File: config.mk
export PLATFORM = sky130hd
export DESIGN_NAME = slt_regs
export DESIGN_NICKNAME = d
export VERILOG_FILES = /design/src/core/slt_pkg.sv /design/src/core/slt_regs.sv
export VERILOG_INCLUDE_DIRS = /design/src /design/src/core
export SDC_FILE = /design/constraint.sdc
export NUM_CORES = 1
export LEC_CHECK = 0
export ABC_AREA = 1
export BUFFER_PORTS_ARGS = -buffer_cell sky130_fd_sc_hd__buf_2
export CAP_MARGIN = 0
export CORE_UTILIZATION = 35
export DETAILED_ROUTE_END_ITERATION = 12
export PLACE_DENSITY = 0.49
export SLEW_MARGIN = 20
export SYNTH_ARGS = -nofsm -noshare
export SYNTH_HDL_FRONTEND = slang
export SYNTH_SLANG_ARGS = --single-unit
File: constraint.sdc
create_clock -name SYS_CLK -period 3.8 [get_ports SYS_CLK]
set_input_delay 1.14 -clock SYS_CLK [delete_from_list [all_inputs] [get_ports SYS_CLK]]
set_output_delay 1.14 -clock SYS_CLK [all_outputs]
set_load 0.01 [all_outputs]
File: src/core/slt_cfg.svh
`ifndef SLT_CFG_SVH
`define SLT_CFG_SVH

`define SLT_SECT_W 8
`define SLT_NSECT 256
`define SLT_IDX_W 10
`define SLT_LOCK_ON 8'h00
`define SLT_LOCK_OFF 8'hFF
`define SLT_PTP_RESET 8'h00
`define SLT_ERASED 8'hFF
`define SLT_OTP_RAND_BYTES 10'h010
`define SLT_STAT1_DELIV 8'h00
`define SLT_CR1_DELIV 8'h00
`define SLT_ABT_DELIV 8'h00
`define SLT_PWD_DELIV 8'hFF
`define SLT_PLOCK_DELIV 8'hFF
`define SLT_ASP_DELIV 16'hFE7F
`define SLT_TRAIN_BITS 4'h8

`endif

File: src/core/slt_pkg.sv
package slt_pkg;

    typedef enum logic [3:0] {
        CMD_NONE,
        CMD_DLK_READ,
        CMD_DLK_WRITE,
        CMD_PLK_READ,
        CMD_PLK_PROG,
        CMD_PLK_ERASE,
        CMD_PTP_READ,
        CMD_PTP_PROG,
        CMD_LTP_READ,
        CMD_LTP_WRITE,
        CMD_DELIV_READ
    } slt_cmd_e;

    typedef enum logic [2:0] {
        DV_ARRAY,
        DV_OTP,
        DV_STATUS1,
        DV_CONFIG1,
        DV_AUTOBOOT,
        DV_PASSWORD,
        DV_PLOCK,
        DV_ASP
    } slt_deliv_e;

    typedef enum logic {
        TR_IDLE,
        TR_SHIFT
    } slt_train_e;

endpackage

File: src/core/slt_regs.sv
// Functional notes
// - Dynamic lock byte 00h protects the sector
// - Dynamic lock FFh leaves sector open; resets FFh
// - One-time training pattern, default 00h, cleared by reset before the live copy, so never sent
// - Live pattern copy enables and drives training output
// - Host may rewrite live pattern any time
// - Delivered array bytes read FFh
// - Delivered OTP: 16 random bytes, rest FFh
// - Delivered status, config, autoboot registers are 00h
// - Delivered sector-protect config reads FE7Fh
// - Persistent lock 00h protects, FFh leaves open
`timescale 1ns/1ps
`include "slt_cfg.svh"

module slt_regs #(
    parameter logic [127:0] OTP_RANDOM = 128'h0123456789ABCDEF0F1E2D3C4B5A6978 // Arbitrary value
) (
    input wire logic SYS_CLK, // System clock
    input wire logic RESET_N, // Async reset
    input wire logic CMD_VALID, // Command strobe
    input wire slt_pkg::slt_cmd_e CMD_CODE, // Command
    input wire logic [`SLT_IDX_W-1:0] CMD_ADDR, // Sector or byte index
    input wire slt_pkg::slt_deliv_e DELIV_SEL, // Delivered-state item
    input wire logic [7:0] CMD_WDATA, // Write byte
    output logic [15:0] RDATA, // Read data
    output logic RDATA_VALID, // Read data pulse
    input wire logic PE_REQ, // Program/erase check request
    input wire logic [`SLT_SECT_W-1:0] PE_SECTOR, // Sector to check
    output logic PE_GRANT, // Program/erase allowed pulse
    output logic PE_DENY, // Program/erase refused pulse
    input wire logic TRAIN_START, // First dummy cycle of DDR read
    input wire logic DUMMY_ACTIVE, // Dummy cycles in progress
    output logic TRAIN_OUT, // Training pattern bit
    output logic TRAIN_OE // Training bit driven
);

    logic dyn_lock_r [`SLT_NSECT];
    logic pers_lock_r [`SLT_NSECT];
    logic [7:0] ptp_r;
    logic ptp_done_r;
    logic [7:0] live_r;
    logic load_pend_r;
    logic [15:0] rdata_r;
    logic rvalid_r;
    logic grant_r;
    logic deny_r;
    slt_pkg::slt_train_e tr_state_r;
    slt_pkg::slt_train_e tr_state_nxt;
    logic [7:0] tr_shift_r;
    logic [3:0] tr_cnt_r;

    function automatic logic [15:0] lock_byte(input logic open_bit);
        lock_byte = {8'h00, open_bit ? `SLT_LOCK_OFF : `SLT_LOCK_ON};
    endfunction

    function automatic logic [15:0] deliv_value(input slt_pkg::slt_deliv_e sel,
                                                input logic [`SLT_IDX_W-1:0] idx);
        logic [7:0] rnd;
        rnd = OTP_RANDOM[{idx[3:0], 3'h0} +: 8];
        case (sel)
            slt_pkg::DV_ARRAY: deliv_value = {8'h00, `SLT_ERASED};
            slt_pkg::DV_OTP: deliv_value = {8'h00,
                (idx < `SLT_OTP_RAND_BYTES) ? rnd : `SLT_ERASED};
            slt_pkg::DV_STATUS1: deliv_value = {8'h00, `SLT_STAT1_DELIV};
            slt_pkg::DV_CONFIG1: deliv_value = {8'h00, `SLT_CR1_DELIV};
            slt_pkg::DV_AUTOBOOT: deliv_value = {8'h00, `SLT_ABT_DELIV};
            slt_pkg::DV_PASSWORD: deliv_value = {8'h00, `SLT_PWD_DELIV};
            slt_pkg::DV_PLOCK: deliv_value = {8'h00, `SLT_PLOCK_DELIV};
            slt_pkg::DV_ASP: deliv_value = `SLT_ASP_DELIV;
            default: deliv_value = 16'h0000;
        endcase
    endfunction

    wire [`SLT_SECT_W-1:0] sect = CMD_ADDR[`SLT_SECT_W-1:0];
    wire is_cmd = CMD_VALID;
    wire dlk_wr = is_cmd && (CMD_CODE == slt_pkg::CMD_DLK_WRITE);
    wire plk_prog = is_cmd && (CMD_CODE == slt_pkg::CMD_PLK_PROG);
    wire plk_erase = is_cmd && (CMD_CODE == slt_pkg::CMD_PLK_ERASE);
    wire ptp_prog = is_cmd && (CMD_CODE == slt_pkg::CMD_PTP_PROG) && !ptp_done_r;
    wire ltp_wr = is_cmd && (CMD_CODE == slt_pkg::CMD_LTP_WRITE);
    wire is_read = is_cmd && (CMD_CODE == slt_pkg::CMD_DLK_READ
        || CMD_CODE == slt_pkg::CMD_PLK_READ || CMD_CODE == slt_pkg::CMD_PTP_READ
        || CMD_CODE == slt_pkg::CMD_LTP_READ || CMD_CODE == slt_pkg::CMD_DELIV_READ);
    wire deliv_rd = is_cmd && (CMD_CODE == slt_pkg::CMD_DELIV_READ);
    wire [15:0] read_val =
        (CMD_CODE == slt_pkg::CMD_DLK_READ) ? lock_byte(dyn_lock_r[sect]) :
        (CMD_CODE == slt_pkg::CMD_PLK_READ) ? lock_byte(pers_lock_r[sect]) :
        (CMD_CODE == slt_pkg::CMD_PTP_READ) ? {8'h00, ptp_r} :
        (CMD_CODE == slt_pkg::CMD_LTP_READ) ? {8'h00, live_r} :
        deliv_value(DELIV_SEL, CMD_ADDR);
    wire pe_locked = !dyn_lock_r[PE_SECTOR] || !pers_lock_r[PE_SECTOR];
    // Live pattern of zero leaves the outputs undriven
    wire train_en = (live_r != 8'h00);

    always_ff @(posedge SYS_CLK or negedge RESET_N) begin
        if (!RESET_N) begin
            for (int i = 0; i < `SLT_NSECT; i++) begin
                dyn_lock_r[i] <= 1'b1;
            end
        end else if (dlk_wr) begin
            dyn_lock_r[sect] <= (CMD_WDATA != `SLT_LOCK_ON);
        end
    end

    always_ff @(posedge SYS_CLK or negedge RESET_N) begin
        if (!RESET_N) begin
            for (int i = 0; i < `SLT_NSECT; i++) begin
                pers_lock_r[i] <= 1'b1;
            end
        end else if (plk_erase) begin
            for (int i = 0; i < `SLT_NSECT; i++) begin
                pers_lock_r[i] <= 1'b1;
            end
        end else if (plk_prog) begin
            pers_lock_r[sect] <= 1'b0;
        end
    end

    always_ff @(posedge SYS_CLK or negedge RESET_N) begin
        if (!RESET_N) begin
            ptp_r <= `SLT_PTP_RESET;
            ptp_done_r <= 1'b0;
        end else if (ptp_prog) begin
            ptp_r <= CMD_WDATA;
            ptp_done_r <= 1'b1;
        end
    end

    // Copy after reset; host rewrite wins
    always_ff @(posedge SYS_CLK or negedge RESET_N) begin
        if (!RESET_N) begin
            live_r <= `SLT_PTP_RESET;
            load_pend_r <= 1'b1;
        end else begin
            load_pend_r <= 1'b0;
            if (ltp_wr) begin
                live_r <= CMD_WDATA;
            end else if (load_pend_r) begin
                live_r <= ptp_r;
            end
        end
    end

    always_ff @(posedge SYS_CLK or negedge RESET_N) begin
        if (!RESET_N) begin
            rdata_r <= 16'h0000;
            rvalid_r <= 1'b0;
            grant_r <= 1'b0;
            deny_r <= 1'b0;
        end else begin
            rvalid_r <= is_read;
            if (is_read) begin
                rdata_r <= read_val;
            end
            grant_r <= PE_REQ && !pe_locked;
            deny_r <= PE_REQ && pe_locked;
        end
    end

    always_comb begin
        tr_state_nxt = tr_state_r;
        case (tr_state_r)
            slt_pkg::TR_IDLE: begin
                if (TRAIN_START && train_en) begin
                    tr_state_nxt = slt_pkg::TR_SHIFT;
                end
            end
            slt_pkg::TR_SHIFT: begin
                if (!DUMMY_ACTIVE || tr_cnt_r == `SLT_TRAIN_BITS - 4'h1) begin
                    tr_state_nxt = slt_pkg::TR_IDLE;
                end
            end
            default: tr_state_nxt = slt_pkg::TR_IDLE;
        endcase
    end

    always_ff @(posedge SYS_CLK or negedge RESET_N) begin
        if (!RESET_N) begin
            tr_state_r <= slt_pkg::TR_IDLE;
            tr_shift_r <= 8'h00;
            tr_cnt_r <= 4'h0;
        end else begin
            tr_state_r <= tr_state_nxt;
            if (tr_state_r == slt_pkg::TR_IDLE) begin
                tr_shift_r <= live_r;
                tr_cnt_r <= 4'h0;
            end else begin
                tr_shift_r <= {tr_shift_r[6:0], 1'b0};
                tr_cnt_r <= tr_cnt_r + 4'h1;
            end
        end
    end

    assign RDATA = rdata_r;
    assign RDATA_VALID = rvalid_r;
    assign PE_GRANT = grant_r;
    assign PE_DENY = deny_r;
    assign TRAIN_OUT = (tr_state_r == slt_pkg::TR_SHIFT) && tr_shift_r[7];
    assign TRAIN_OE = (tr_state_r == slt_pkg::TR_SHIFT);
endmodule

==> out/qor.yml <==
finish.net_count: 4646
tritoncts: "yes"
dr.first_iter.drc_count: 3850
tightestPinTransition_ns: 1.03
place_congestion: 0.910
multi_input_area_mm2: 0.0160
syn_area_mm2: 0.0329
cp_slowest_cell: "nor2_1"
peakVddDrop_mv: 0.347
cts-buffers-inserted: 71
wire_per_inst_um: 24.3
drive_gt1_frac: 0.203
ys_ff_latch: 555
dp.cells: 5787
final_max_slew_viol_count: 0
ys_types: 36
crit_path_start: "CMD_ADDR[0]"
hold_path.class: "reg -> reg"
max_cap_viol_count: 0
numPortBuffers: 58
synth_top_cell_area_share: 0.410
rr_worst_depth: 17
route.detailed.drc: 0
areaGrowthSynthToFinish_pct: 15.6
clock_path_buffers: 3
synth-warning-count: 0
synth.area.top_cells: "dfstp_2 (41%), nand2_1 (17%), o21ai_0 (10%)"
start_util: 0.353
worstPathArrival_ns: 3.91
syn_area_per_cell_um2: 7.08
core_mm2: 0.0932
post-place-ws_ns: -0.0989
fin_crit_ns: 3.36
setup_slack_ns: 0.436
dr.pass1.iters: 6
final-hold-violation-count: 0
die_w_um: 309
cp.required_ns: 4.35
powerDensity_mw_per_mm2: 440
slew_headroom: 0.312
cp_slowest_stage_delay_ns: 0.68
antenna_found_initial: 1
clock.fmax_ghz: 0.297
clock_skew_ns: 0.0288
crit_fanout: 19
ff2ff_setup_slack_ns: 1.18
fin_cells: 5917
cts.clk_slew.worst_paths_ns: 0.06
endpoint: "RDATA[3]"
antenna_cells: 0
syn_inst: 4650
seq_area_frac_synth: 0.442
cts-root-buf: "clkbuf_16"
whs_ns: 0.455
nFillCells: 9563
ant_nets: 0
synth_top_area_cell: "dfstp_2"
grt_overflow: 0
die_y_um: 309
leakage_nw: 15.6
cts_hold_buf: 0
status: "finished clean"
cts_resized: 0
seqCellArea_mm2: 0.0145
totalWireLength_um: 144000
path_cells: "clkbuf_8, inv_4, buf_4, nand2_1, nand2_1, nand2_1, nand2_1, nand2_1, nand2_1, nor2_1, nor2_1, nor2_1, nand2_1, nand2_1, nand2_1, o21ai_4, buf_12, nand2_1, nand2_1, a21oi_1"
routed_via_density: 5.63
post_cts_buffers: 0
worst_r2r_startpoint: "pers_lock_r[177]"
r2r_end: "RDATA[3]"
htree_levels: 3
die-area_mm2: 0.0953
rsz0062_at_grt: "false"
numClockSinks: 555
finalCritPeriodShare: 0.885
worstSetupPathType: "in -> reg"
worstSetupStartpointType: "primary input"
grt_pass1_wl_um: 214000
setup_viol: 0
insertion_delay_ns: 0.64
grt_max_degree: 136
endpoint_kind: "flop"
dp_hpwl_um: 89300
num_rows: 112
pin_count: 60
grt_pass1_vias: 31000
grt.total_usage: 0.300
vias: 33300
cpMostUsedCell: "nand2_1"
sequential cells by signal, indices dropped and copies added (netlist names):
name	cells
PE_DENY	1
PE_GRANT	1
RDATA	9
pers_lock_r	256
load_pend_r	1
ptp_r	8
TRAIN_OE	1
RDATA_VALID	1
ptp_done_r	1
live_r	8
tr_cnt_r	4
dyn_lock_r	256
tr_shift_r	8
per-stage QoR:
step                       util  power [mW]  setup TNS (ns)  area (µm²)
after floorplan               -        8.38               0       32900
after global placement    0.382        9.48           -1.01       35600
after detailed placement  0.382        9.49          -0.734       35600
after CTS                 0.408        16.8               0       38000
after global routing      0.408        17.4               0       38000
final                     0.408        16.7               0       38000
cells in the final DEF, fill, tap and decap left out, drive strengths merged:
cell type  netlist  routed
ha               1       1
inv            212     217
nand3b           3       3
buf            141     259
clkbuf         238     103
o21bai           5       5
nand4           26      26
o22ai           14      14
nor3            64      64
o21ai          711     711
nand2         1533    1533
a31oi           65      65
xor2             1       1
o221ai          40      40
nand3          377     377
conb             1       2
a211o            2       2
clkinvlp         0       4
nor2           312     312
o31ai           80      80
dfstp          513     513
bufinv           0       8
a21oi          217     217
dfrtp           42      42
clkinv           6      18
o211ai          46      46
cell usage after synthesis:
library cell / count
nor2_1: 295
nor3_1: 64
xor2_1: 1
buf_4: 10
nand3b_1: 3
nor2_4: 2
a21oi_4: 1
conb_1: 1
o21bai_1: 5
o21ai_0: 674
nand2_8: 1
a21oi_1: 216
buf_1: 35
inv_2: 18
inv_1: 193
ha_1: 1
o221ai_1: 40
a31oi_1: 65
o31ai_1: 80
nand2_2: 1
nand3_1: 377
o22ai_1: 14
o21ai_1: 36
o21ai_4: 1
inv_4: 1
nor2_2: 15
nand2_1: 1531
buf_6: 8
dfrtp_1: 42
dfstp_2: 513
buf_2: 88
o211ai_1: 46
nand4_1: 26
clkbuf_1: 238
a211o_1: 2
clkinv_1: 6
critical path, delay by kind of cell:
kind | cells | cell delay, ns
AOI/OAI and AO/OA | 2 | 0.21
and+or+nand+nor | 14 | 1.58
buffers and inverters | 4 | 0.93
power breakdown:
part	leakage (nW)	internal [mW]	switching [mW]
clock	1.20	4.37	2.90
combinational	8.51	0.753	1.63
sequential	5.90	6.69	0.373
cell families after synthesis:
group / count (synthesis) / share of synthesized area
adders and majority gates: 1 / 0.000380
buffers and inverters: 597 / 0.0745
AOI/OAI and AO/OA: 1180 / 0.198
and+or+nand+nor: 2315 / 0.285
other: 1 / 0.000114
DFF: 555 / 0.442
xor gates and xnor gates: 1 / 0.000266
worst min path at each step:
stage | cells past startpoint | endpoint | from
floorplan | 2 | ptp_done_r | ptp_done_r
global placement | 2 | tr_shift_r[6] | tr_shift_r[5]
detailed placement | 2 | ptp_done_r | ptp_done_r
CTS | 2 | ptp_done_r | ptp_done_r
global route | 2 | tr_shift_r[3] | tr_shift_r[2]
finish | 2 | tr_shift_r[6] | tr_shift_r[5]
layout make-up:
class	count	share of cell area
clock buffers	101	0.0548
clock inverters	29	0.00990
inverters	218	0.0219
multi-input cells	3499	0.421
flip-flops and latches	555	0.382
well taps	1254	0.0413
repair buffers	261	0.0686
routing by layer:
layer	track usage	share of wire
met1	0.429	0.45
met2	0.461	0.44
met3	0.0480	0.079
met4	0.0935	0.033
met5	0	0
No activity file was read; power rests on OpenSTA's default activity.
